File: config.mk
export PLATFORM = sky130hd
export DESIGN_NAME = tss_top
export DESIGN_NICKNAME = d
export VERILOG_FILES = /design/src/tss_pkg.sv /design/src/tss_aux_mux.sv /design/src/tss_top.sv
export VERILOG_INCLUDE_DIRS = /design/src /design/src/src
export SDC_FILE = /design/constraint.sdc
export NUM_CORES = 1
export LEC_CHECK = 0
export ABC_CLOCK_PERIOD_IN_PS = 3750
export BUFFER_PORTS_ARGS = -buffer_cell sky130_fd_sc_hd__buf_4
export CORE_MARGIN = 2
export CORE_UTILIZATION = 25
export CTS_CLUSTER_SIZE = 8
export DETAILED_ROUTE_END_ITERATION = 8
export GPL_TIMING_DRIVEN = 0
export SYNTH_ARGS = -nofsm -noshare
export SYNTH_HDL_FRONTEND = slang
export SYNTH_SLANG_ARGS = --single-unit
File: constraint.sdc
create_clock -name pclk -period 3.75 [get_ports pclk]
set_input_delay 0.375 -clock pclk [delete_from_list [all_inputs] [get_ports pclk]]
set_output_delay 0.375 -clock pclk [all_outputs]
set_load 0.005 [all_outputs]
File: src/tss_regs.svh
// Register offsets, field positions and reset values of the source select block
`ifndef TSS_REGS_SVH
`define TSS_REGS_SVH
// Register indices; one aligned 32-bit word per register
`define TSS_IDX_SRC_SEL    12'h016
`define TSS_IDX_DRV_CTRL   12'h014
`define TSS_IDX_STATUS     12'h010
// Byte addresses on the bus are four times the index
`define TSS_ADDR_SRC_SEL   12'h058
`define TSS_ADDR_DRV_CTRL  12'h050
`define TSS_ADDR_STATUS    12'h040
`define TSS_SRC_SEL_RESET  8'h10
`define TSS_SRC_SEL_MASK   8'h3F
`define TSS_DRV_CTRL_RESET 8'h00
`define TSS_DRV_MSB        5
`define TSS_DRV_LSB        4
`define TSS_AUX_MSB        3
`define TSS_AUX_LSB        0
`define TSS_INV2_ON_BIT    7
`define TSS_INV1_ON_BIT    6
`define TSS_INV2_OFF_BIT   5
`define TSS_INV1_OFF_BIT   4
`define TSS_EN2_BIT        1
`define TSS_EN1_BIT        0
`endif

File: src/tss_pkg.sv
// Types shared by the source select block
package tss_pkg;
  // Driver source codes
  typedef enum logic [1:0]
  {
    TSS_DRV_TRI    = 2'h0,
    TSS_DRV_CODER  = 2'h1,
    TSS_DRV_AUXIN  = 2'h2,
    TSS_DRV_HIGH   = 2'h3
  } tss_drv_e;

  // Internal signals that may be routed to the auxiliary pin
  typedef struct packed
  {
    logic test_bus_bit;
    logic coder_env;
    logic tx_serial;
    logic rx_regen;
    logic rx_serial;
    logic sam_b_rx;
    logic sam_b_tx;
    logic demod_cmp;
    logic sam_a_rx;
    logic sam_a_tx;
    logic sam_a_rx_unf;
    logic sam_a_env_unf;
  } tss_sig_s;

  // One driven pin value with its enable
  typedef struct packed
  {
    logic value;
    logic oe;
  } tss_pin_s;
endpackage

File: src/tss_aux_mux.sv
// Auxiliary output source multiplexer
`timescale 1ns/1ns
module tss_aux_mux
  import tss_pkg::*;
(
  input  wire logic       pclk,
  input  wire logic       presetn,
  input  wire logic [3:0] sel,
  input  wire tss_sig_s   sig,
  input  wire logic       rx_active,
  output tss_pin_s        pin
);
  tss_pin_s next_pin;   // Combinational selection
  tss_pin_s pin_q;      // Registered pin value

  // Select the source; codes 6, 8 and C are gated by receiving state
  always_comb
  begin
    next_pin = '{value: 1'b0, oe: 1'b1};
    case (sel)
      4'h0: next_pin.oe = 1'b0;                          // RULE_05
      4'h1: next_pin.value = 1'b0;                       // RULE_05
      4'h2: next_pin.value = 1'b1;                       // RULE_05
      4'h3: next_pin.value = sig.test_bus_bit;           // RULE_06
      4'h4: next_pin.value = sig.coder_env;              // RULE_07
      4'h5: next_pin.value = sig.tx_serial;              // RULE_07
      4'h6: next_pin.value = sig.rx_regen & rx_active;   // RULE_08 RULE_09
      4'h7: next_pin.value = sig.rx_serial;              // RULE_11
      4'h8: next_pin.value = sig.sam_b_rx & rx_active;   // RULE_12 RULE_09
      4'h9: next_pin.value = sig.sam_b_tx;               // RULE_12
      4'hA: next_pin.value = sig.demod_cmp;              // RULE_12
      4'hB: next_pin.value = 1'b0;                       // Reserved code drives low
      4'hC: next_pin.value = sig.sam_a_rx & rx_active;   // RULE_13 RULE_09
      4'hD: next_pin.value = sig.sam_a_tx;               // RULE_13
      4'hE: next_pin.value = sig.sam_a_rx_unf;           // RULE_13
      4'hF: next_pin.value = sig.sam_a_env_unf;          // RULE_13
      default: next_pin.oe = 1'b0;
    endcase
  end

  // Register so the pin is glitch free
  always_ff @(posedge pclk or negedge presetn)
  begin
    if (!presetn)
      pin_q <= '{value: 1'b0, oe: 1'b0};
    else
      pin_q <= next_pin;
  end

  assign pin = pin_q;

  // Pin checks look one cycle back, since the pin is registered after the selection
  a_aux_tristate: assert property (@(posedge pclk) disable iff (!presetn) // RULE_05
    ($past(sel) == 4'h0) |-> !pin.oe) else $error("aux pin not tristated");
  a_aux_high: assert property (@(posedge pclk) disable iff (!presetn) // RULE_05
    ($past(sel) == 4'h2) |-> (pin.oe && pin.value)) else $error("aux pin not high");
  a_aux_rx_gate: assert property (@(posedge pclk) disable iff (!presetn) // RULE_09
    ($past(sel) == 4'h6 && !$past(rx_active)) |-> !pin.value) else $error("rx output not gated");
endmodule

File: src/tss_top.sv
// Driver and auxiliary output source selection with APB registers
`timescale 1ns/1ns
`include "tss_regs.svh"
// Summary of operation
// RULE_01 - Code 00 tristates drivers; 01 uses coder
// RULE_02 - Power-down tristates drivers only with 00
// RULE_03 - Code 10 feeds drivers from aux input
// RULE_04 - Code 11 drives high, then inversion applies
// RULE_05 - Aux codes 0000 tristate, 0001 low, 0010 high
// RULE_06 - Aux code 0011 routes chosen test bit
// RULE_07 - Aux 0100 coder envelope, 0101 transmit stream
// RULE_08 - Aux 0110 outputs regenerated card modulation
// RULE_09 - Receive-derived aux outputs valid only receiving
// RULE_10 - Host avoids 0110 in type A 106k
// RULE_11 - Aux 0111 outputs received serial stream
// RULE_12 - Aux 1000-1011 are type B module group
// RULE_13 - Aux 1100-1111 are type A module group
// RULE_14 - Bits 7 and 6 read zero, ignored
// RULE_15 - Source register resets to 10h
// RULE_16 - Inversion bits invert driver on or off
// RULE_17 - New source applies cycle after write
module tss_top
  import tss_pkg::*;
(
  input  wire logic        pclk,
  input  wire logic        presetn,
  input  wire logic        psel,
  input  wire logic        penable,
  input  wire logic        pwrite,
  input  wire logic [11:0] paddr,
  input  wire logic [31:0] pwdata,
  input  wire logic [3:0]  pstrb,
  output logic      [31:0] prdata,
  output logic             pready,
  output logic             pslverr,
  input  wire logic        aux_input_pin,
  input  wire logic        coder_env,
  input  wire logic        soft_power_down,
  input  wire logic        rx_active,
  input  wire tss_sig_s    aux_sources,
  output logic             antenna_driver_one,
  output logic             antenna_driver_one_oe,
  output logic             antenna_driver_two,
  output logic             antenna_driver_two_oe,
  output logic             aux_output_pin,
  output logic             aux_output_pin_oe
);
  // Register state
  logic [7:0]  tx_source_select;        // Source select register
  logic [7:0]  drv_control;             // Inversion and enable bits
  logic [7:0]  next_tx_source_select;
  logic [7:0]  next_drv_control;
  logic [31:0] next_prdata;
  logic [31:0] prdata_q;
  logic        next_pslverr;
  logic        pslverr_q;

  // Pin synchronisers
  logic        auxin_s1;                // First stage, read only by second
  logic        auxin_s2;

  // Driver state
  tss_pin_s    drv1_q;
  tss_pin_s    drv2_q;
  tss_pin_s    next_drv1;
  tss_pin_s    next_drv2;
  tss_pin_s    aux_pin;

  logic        wr_en;
  logic        rd_en;
  logic        addr_ok;

  // Apply byte lane 0 of a write under its strobe
  function automatic logic [7:0] lane0(input logic [7:0] old, input logic [31:0] d,
                                       input logic [3:0] s, input logic [7:0] msk);
    lane0 = s[0] ? (d[7:0] & msk) : old;
  endfunction

  // Driver level after inversion; inversion depends on enable state
  function automatic logic drv_level(input logic src, input logic en,
                                     input logic inv_on, input logic inv_off);
    drv_level = src ^ (en ? inv_on : inv_off);
  endfunction

  assign pready  = 1'b1;                // Zero wait state slave
  assign wr_en   = psel & penable & pwrite;
  assign rd_en   = psel & penable & ~pwrite;
  assign addr_ok = (paddr == `TSS_ADDR_SRC_SEL) || (paddr == `TSS_ADDR_DRV_CTRL)
                   || (paddr == `TSS_ADDR_STATUS);

  // Register write path; only the addressed register changes
  always_comb
  begin
    next_tx_source_select = tx_source_select;
    next_drv_control      = drv_control;
    if (wr_en && paddr == `TSS_ADDR_SRC_SEL)
      next_tx_source_select = lane0(tx_source_select, pwdata, pstrb, `TSS_SRC_SEL_MASK); // RULE_14 RULE_17
    if (wr_en && paddr == `TSS_ADDR_DRV_CTRL)
      next_drv_control = lane0(drv_control, pwdata, pstrb, 8'hFF);
  end

  // Read path; status shows live driver and aux state
  always_comb
  begin
    next_prdata  = 32'h0000_0000;
    next_pslverr = 1'b0;
    if (psel && !penable)
    begin
      case (paddr)
        `TSS_ADDR_SRC_SEL:  next_prdata = {24'h00_0000, tx_source_select & `TSS_SRC_SEL_MASK}; // RULE_14
        `TSS_ADDR_DRV_CTRL: next_prdata = {24'h00_0000, drv_control};
        `TSS_ADDR_STATUS:   next_prdata = {26'h000_0000, aux_pin.oe, aux_pin.value,
                                           drv2_q.oe, drv2_q.value, drv1_q.oe, drv1_q.value};
        default:            next_prdata = 32'h0000_0000;
      endcase
      next_pslverr = ~addr_ok;          // Unmapped address answers with error
    end
  end

  // Register flops
  always_ff @(posedge pclk or negedge presetn)
  begin
    if (!presetn)
    begin
      tx_source_select <= `TSS_SRC_SEL_RESET;  // RULE_15
      drv_control      <= `TSS_DRV_CTRL_RESET;
      prdata_q         <= 32'h0000_0000;
      pslverr_q        <= 1'b0;
    end
    else
    begin
      tx_source_select <= next_tx_source_select;
      drv_control      <= next_drv_control;
      prdata_q         <= (psel && !penable) ? next_prdata : prdata_q;
      pslverr_q        <= (psel && !penable) ? next_pslverr : pslverr_q;
    end
  end

  assign prdata  = rd_en ? prdata_q : 32'h0000_0000;
  assign pslverr = psel & penable & pslverr_q;

  // Two-flop synchroniser for the aux input pin
  always_ff @(posedge pclk or negedge presetn)
  begin
    if (!presetn)
    begin
      auxin_s1 <= 1'b0;
      auxin_s2 <= 1'b0;
    end
    else
    begin
      auxin_s1 <= aux_input_pin;
      auxin_s2 <= auxin_s1;
    end
  end

  // Driver source selection and inversion
  always_comb
  begin
    logic src;
    logic drive;
    src   = 1'b0;
    drive = 1'b1;
    case (tss_drv_e'(tx_source_select[`TSS_DRV_MSB:`TSS_DRV_LSB]))
      TSS_DRV_TRI:   drive = 1'b0;       // RULE_01 RULE_02
      TSS_DRV_CODER: src = coder_env;    // RULE_01
      TSS_DRV_AUXIN: src = auxin_s2;     // RULE_03
      TSS_DRV_HIGH:  src = 1'b1;         // RULE_04
      default:       drive = 1'b0;
    endcase
    // Power-down keeps the selected source; only code 00 tristates
    next_drv1.oe    = drive;             // RULE_02
    next_drv2.oe    = drive;
    next_drv1.value = drive & drv_level(src, drv_control[`TSS_EN1_BIT],
                                        drv_control[`TSS_INV1_ON_BIT], drv_control[`TSS_INV1_OFF_BIT]); // RULE_16
    next_drv2.value = drive & drv_level(src, drv_control[`TSS_EN2_BIT],
                                        drv_control[`TSS_INV2_ON_BIT], drv_control[`TSS_INV2_OFF_BIT]); // RULE_16
  end

  // Driver output flops
  always_ff @(posedge pclk or negedge presetn)
  begin
    if (!presetn)
    begin
      drv1_q <= '{value: 1'b0, oe: 1'b0};
      drv2_q <= '{value: 1'b0, oe: 1'b0};
    end
    else
    begin
      drv1_q <= next_drv1;
      drv2_q <= next_drv2;
    end
  end

  // Auxiliary output multiplexer
  tss_aux_mux u_aux
  (
    .pclk      (pclk),
    .presetn   (presetn),
    .sel       (tx_source_select[`TSS_AUX_MSB:`TSS_AUX_LSB]),
    .sig       (aux_sources),
    .rx_active (rx_active),
    .pin       (aux_pin)
  );

  assign antenna_driver_one    = drv1_q.value;
  assign antenna_driver_one_oe = drv1_q.oe;
  assign antenna_driver_two    = drv2_q.value;
  assign antenna_driver_two_oe = drv2_q.oe;
  assign aux_output_pin        = aux_pin.value;
  assign aux_output_pin_oe     = aux_pin.oe;

  // Register and pin checks; pin checks look one cycle back because the pins are registered
  a_reserved_zero: assert property (@(posedge pclk) disable iff (!presetn) // RULE_14
    tx_source_select[7:6] == 2'h0) else $error("reserved bits set");
  a_drv_tristate: assert property (@(posedge pclk) disable iff (!presetn) // RULE_01
    ($past(tx_source_select[5:4]) == 2'h0) |-> (!antenna_driver_one_oe && !antenna_driver_two_oe))
    else $error("drivers not tristated");
  // Driver flops still show their reset value one edge after release, so that edge is skipped
  a_pd_keeps: assert property (@(posedge pclk) disable iff (!presetn) // RULE_02
    ($past(presetn) && $past(soft_power_down) && $past(tx_source_select[5:4]) != 2'h0)
    |-> (antenna_driver_one_oe && antenna_driver_two_oe))
    else $error("power down dropped driver");
  a_drv_high_inv: assert property (@(posedge pclk) disable iff (!presetn) // RULE_04
    ($past(tx_source_select[5:4]) == 2'h3) |->
    (antenna_driver_one == !($past(drv_control[0]) ? $past(drv_control[6]) : $past(drv_control[4]))))
    else $error("high code level wrong");
  // Coder path on driver one: level is the envelope after the inversion picked by the enable
  a_drv_coder: assert property (@(posedge pclk) disable iff (!presetn) // RULE_01
    ($past(presetn) && $past(tx_source_select[5:4]) == 2'h1) |->
    (antenna_driver_one == ($past(coder_env) ^ ($past(drv_control[0]) ? $past(drv_control[6])
                                                                      : $past(drv_control[4])))))
    else $error("coder level wrong");
  // Aux input path on driver two, taken after the synchroniser
  a_drv_auxin: assert property (@(posedge pclk) disable iff (!presetn) // RULE_03
    ($past(presetn) && $past(tx_source_select[5:4]) == 2'h2) |->
    (antenna_driver_two == ($past(auxin_s2) ^ ($past(drv_control[1]) ? $past(drv_control[7])
                                                                     : $past(drv_control[5])))))
    else $error("aux input level wrong");
  a_write_applies: assert property (@(posedge pclk) disable iff (!presetn) // RULE_17
    (wr_en && paddr == `TSS_ADDR_SRC_SEL && pstrb[0]) |=> (tx_source_select == ($past(pwdata[7:0]) & 8'h3F)))
    else $error("source write lost");
  // A write to an unmapped address must leave the source selection alone
  a_unmapped_keep: assert property (@(posedge pclk) disable iff (!presetn) // RULE_17
    (psel && penable && pwrite && !addr_ok) |=> $stable(tx_source_select))
    else $error("unmapped write changed source");
endmodule

## Word level (Yosys, flattened, before mapping)

Index checks and enable logic that the tools add are counted.

- Flip-flop bits (word level): 54
- Output and inout port bits: 40

- Eq/ne operators: 19
- Mux-type cells: 8
- Bitwise operators: 13
- Reduce and logical (&&, ||, !) cells: 10

Operator list:

| cell | count |
|---|---|
| equality test 12 x 7 -> 1 bit, second input constant | 3 |
| 2-to-1 mux 32 bit | 1 |
| equality test 4 bit, second input constant | 7 |
| one-hot mux 8 bit (3 select lines) | 1 |
| equality test 4 x 3 -> 1 bit, second input constant | 4 |
| one-hot mux 1 bit (13 select lines) | 1 |
| AND 1 bit | 9 |
| equality test 4 x 2 -> 1 bit, second input constant | 2 |
| equality test 2 bit, second input constant | 2 |
| logical NOT 4 bit | 1 |
| 2-to-1 mux 1 bit | 4 |
| AND reduction 2 bit | 2 |
| logical AND 1 bit | 3 |
| one-hot mux 1 bit (3 select lines) | 1 |
| equality test 2 x 1 -> 1 bit, second input constant | 1 |
| logical NOT 2 bit | 1 |
| logical OR 1 bit | 2 |
| NOT 1 bit | 2 |
| XOR 1 bit | 2 |
| logical NOT 1 bit | 1 |

## Logic depth before layout (Yosys ltp)

- Depth in word-level cells: 4
- Mapped depth: 5
- Mapped depth without buffers: 4

## Cells and area by module

A second synthesis with hierarchy kept.

- Cells, all modules: 165
- Area total of the unflattened synthesis: 1796.7 um^2

By module, submodules not included:

| module | instances | cells an instance | area each (um^2) | seq. area each (um^2) |
|---|---|---|---|---|
| tss_top | 1 | 143 | 1584.0 | 701.9 |
| tss_aux_mux | 1 | 22 | 212.7 | 50.0 |

## Worst setup path before layout

OpenSTA, ideal clock, no wires.

- Path kind: input to register
- From: in paddr[10]
- To: reg drv_control[0]
- Arrival: 2.033 ns
- Required time: 3.625 ns
- Path slack: 1.592 ns
- Stages: 4
- Path buffers: 0
- Path through: or4_4 or2_4 nor4_4 mux2_2

- Longest elaborated chain between the ends: 3

RTL lines:

| item | line | source |
|---|---|---|
| start: declaration | tss_top.sv:30 | `input wire logic [11:0] paddr,` |
| equality test 12 x 7 -> 1 bit | - |  |
| logical AND 1 bit (no source line) | - |  |
| AND reduction 2 bit (no source line) | - |  |
| end signal: assignment | tss_top.sv:126 | `` drv_control <= `TSS_DRV_CTRL_RESET; `` |
| end signal: assignment | tss_top.sv:133 | `drv_control <= next_drv_control;` |
| end: declaration | tss_top.sv:50 | `logic [7:0] drv_control;` |

Every way passes these cells.
A chain may end at the register's enable or synchronous reset.

## Worst setup path after layout

- From: in paddr[10]
- To: reg drv_control[6]

The elaborated chain is that of the path after synthesis.

==> impl_metrics.env <==
export IMPL_status="finished clean"
export IMPL_num_rows=30
export IMPL_startpoint_type="primary input"
export IMPL_clkLatencyLatePin_ns=0.29
export IMPL_wirelength_mm=3.87
export IMPL_start_util_pct=25.8
export IMPL_vias_per_cell=4.25
export IMPL_cp_max_fo=8
export IMPL_grt_pass1_wl_mm=6.11
export IMPL_min_path_type="primary input to async pin"
export IMPL_ctsResizeCount=0
export IMPL_crit_type="primary input to flop"
export IMPL_finalHoldViolations=0
export IMPL_final_core_util_pct=36.3
export IMPL_die_x_um=87.5
export IMPL_dr_total_vias=1408
export IMPL_synth_edf_count=0
export IMPL_finalMaxSlewViolations=0
export IMPL_fin_skew_ns=0.00756
export IMPL_gp_congestion=0.765
export IMPL_critPathRequiredTime_ns=3.92
export IMPL_rsz0062_at_grt="no"
export IMPL_cp_top_family="simple AND/OR/NAND/NOR gates"
export IMPL_async_flop_share_pct=100
export IMPL_syn_to_final_growth_pct=40.6
export IMPL_nets=319
export IMPL_synthesis_instances=165
export IMPL_dieArea_mm2=0.00766
export IMPL_drive_gt1_share_pct=45.4
export IMPL_ant_nets=0
export IMPL_setup_tns_ns=0
export IMPL_cts_max_level=2
export IMPL_finalSetupViolations=0
export IMPL_arrival_ns=2.33
export IMPL_cap_viol_max_count=0
export IMPL_antenna_found_initial=0
export IMPL_coreArea_mm2=0.00676
export IMPL_peakVddDrop_v=0.000156
export IMPL_ios=109
export IMPL_cp_cell_sequence="buf_4 > or4_4 > or2_4 > nor4_4 > mux2_2"
export IMPL_diodes=0
export IMPL_cts_clk_slew_worst_paths_ns=0.06
export IMPL_fmax_mhz=462
export IMPL_drt_iter0_drc=31
export IMPL_p_leak_nw=1.25
export IMPL_power_density_mw_per_mm2=298
export IMPL_reg2reg_to="u_aux.pin[1]"
export IMPL_synthDistinctLibCells=33
export IMPL_die_y_um=87.5
export IMPL_synthesis_area_mm2=0.00174
export IMPL_r2r_cells=5
export IMPL_synth_seq_area_share_pct=43.1
export IMPL_place_port_buffers=55
export IMPL_synth_yosys_warnings=0
export IMPL_slowest_stage="nor4_4"
export IMPL_first_global_vias=1306
export IMPL_drt_pass1_iter_count=4
export IMPL_avgRoutedWirePerCell_um=11.7
export IMPL_power_w=0.000731
export IMPL_overflow=0
export IMPL_max_slew_margin_pct=45.9
export IMPL_ctsRootBufferMaster="clkbuf_8"
export IMPL_cts_tree="built"
export IMPL_fin_ws_ns=1.59
export IMPL_clockBufferDepth=2
export IMPL_grt_usage_pct=10.5
export IMPL_cp_num_buf_inv=1
export IMPL_finalCritPeriodShare_pct=57.7
export IMPL_fin_crit_ns=2.16
export IMPL_pre_cts_ws_ns=1.27
export IMPL_rrSetupSlack_ns=2.24
export IMPL_avgSynthCellArea_um2=10.6
export IMPL_ys_ff_latch=30
export IMPL_cpPeakStageDelay_ns=0.61
export IMPL_cts_buffers=5
export IMPL_timing_rr_start="tx_source_select[0]"
export IMPL_worst_pin_slew_ns=0.806
export IMPL_cts_setup_buffers=0
export IMPL_grt_max_degree=31
export IMPL_cts_sinks=30
export IMPL_synth_main_ff_cell="dfrtp_1"
export IMPL_ctsHoldBuffers=0
export IMPL_drc=0
export IMPL_cp_end_kind="flop"
[worst reg2reg max path, delay by kind of cell (launching register included)]
kind / cells / cell delay [ns]
flops: 1 / 0.32
compound gates: 3 / 0.46
buf+inv: 1 / 0.37
mux: 1 / 0.23
[report_power, final]
part	leakage (nW)	switching [W]	internal [W]	total, W
clock	0.0579	0.000126	0.000195	0.000321
combinational	0.784	0.0000341	0.0000496	0.0000837
sequential	0.406	0.000000537	0.000325	0.000325
total	1.25	0.000161	0.000570	0.000731
[how the worst max path moves through the flow]
stage               cells past startpoint  slack, ns        endpoint  startpoint
floorplan                               4       1.59  drv_control[0]   paddr[10]
global placement                        5       1.26  drv_control[7]   paddr[10]
detailed placement                      5       1.27  drv_control[6]   paddr[10]
CTS                                     5       1.57  drv_control[6]   paddr[10]
global route                            5       1.53  drv_control[6]   paddr[10]
finish                                  5       1.59  drv_control[6]   paddr[10]
[layer usage]
metal / part of all wire (%) / wire [um] / up-vias / track usage, %
met5: 0 / 0 / - / 0
met3: 6.6 / 256 / 8 / 3.70
met1: 42 / 1640 / 641 / 12.6
li1: - / - / 704 / -
met2: 50 / 1920 / 55 / 17.3
met4: 1.4 / 56 / 0 / 3.78
[through the flow]
| step | area (um^2) | hold WS (ns) | cells |
|---|---|---|---|
| finish | 2450 | 0.00438 | 331 |
| global route | 2450 | 0.0229 | 331 |
| CTS | 2450 | 0.00823 | 331 |
| detailed placement | 2340 | 0.325 | 323 |
| global placement | 2340 | 0.326 | 323 |
| floorplan | 1830 | 0.0794 | 188 |
[cells by family (layout without fill, tap and decap cells)]
group | count (synthesis) | after routing | share of synthesized area [%]
muxes | 27 | 27 | 16.8
DFF | 30 | 30 | 43.1
buffers and inverters | 33 | 96 | 12.7
other | 2 | 25 | 0.431
AOI/OAI and AO/OA | 24 | 24 | 8.97
and+or+nand+nor | 49 | 49 | 18.0
[synth_stat cells, types with 3 or more instances]
master    instances  area share, %
a32oi_1           6            3.0
and2_1            8            2.9
buf_4            26             11
clkbuf_1          5            1.1
dfrtp_1          29             42
mux2_2           18             12
mux2i_1           9            5.2
nand2_1          11            2.4
nand2b_1          5            1.8
nor2_1            3           0.65
nor2b_1           4            1.4
o21ai_0          11            3.2
[cell type report]
type	count	area [um^2]
clock buffers	5	68.8
inverters	2	7.51
multi-input cells	125	857
clock inverters	3	40.0
flip-flops and latches	30	752
repair buffers	55	413
well taps	80	100
plain buffers	31	214
fillers	717	4300
[cells in the final DEF (no fill, tap or decap), types with 3 or more instances in the layout]
master    count
nand2b_1      5
a32oi_1       6
mux2_2       18
clkbuf_8      5
and2_1        8
conb_1       25
nor2_1        3
nor2b_1       4
mux2i_1       9
nand2_1      11
clkbuf_1      5
buf_4        81
dfrtp_1      29
o21ai_0      11
[state kept, by name, summed over array words and instances (netlist names)]
name,cells
antenna_driver_two,1
auxin_s2,1
antenna_driver_one,1
prdata_q,8
u_aux.pin,2
drv_control,8
tx_source_select,6
auxin_s1,1
antenna_driver_two_oe,1
pslverr_q,1
Power figures use the tool's default switching activity.
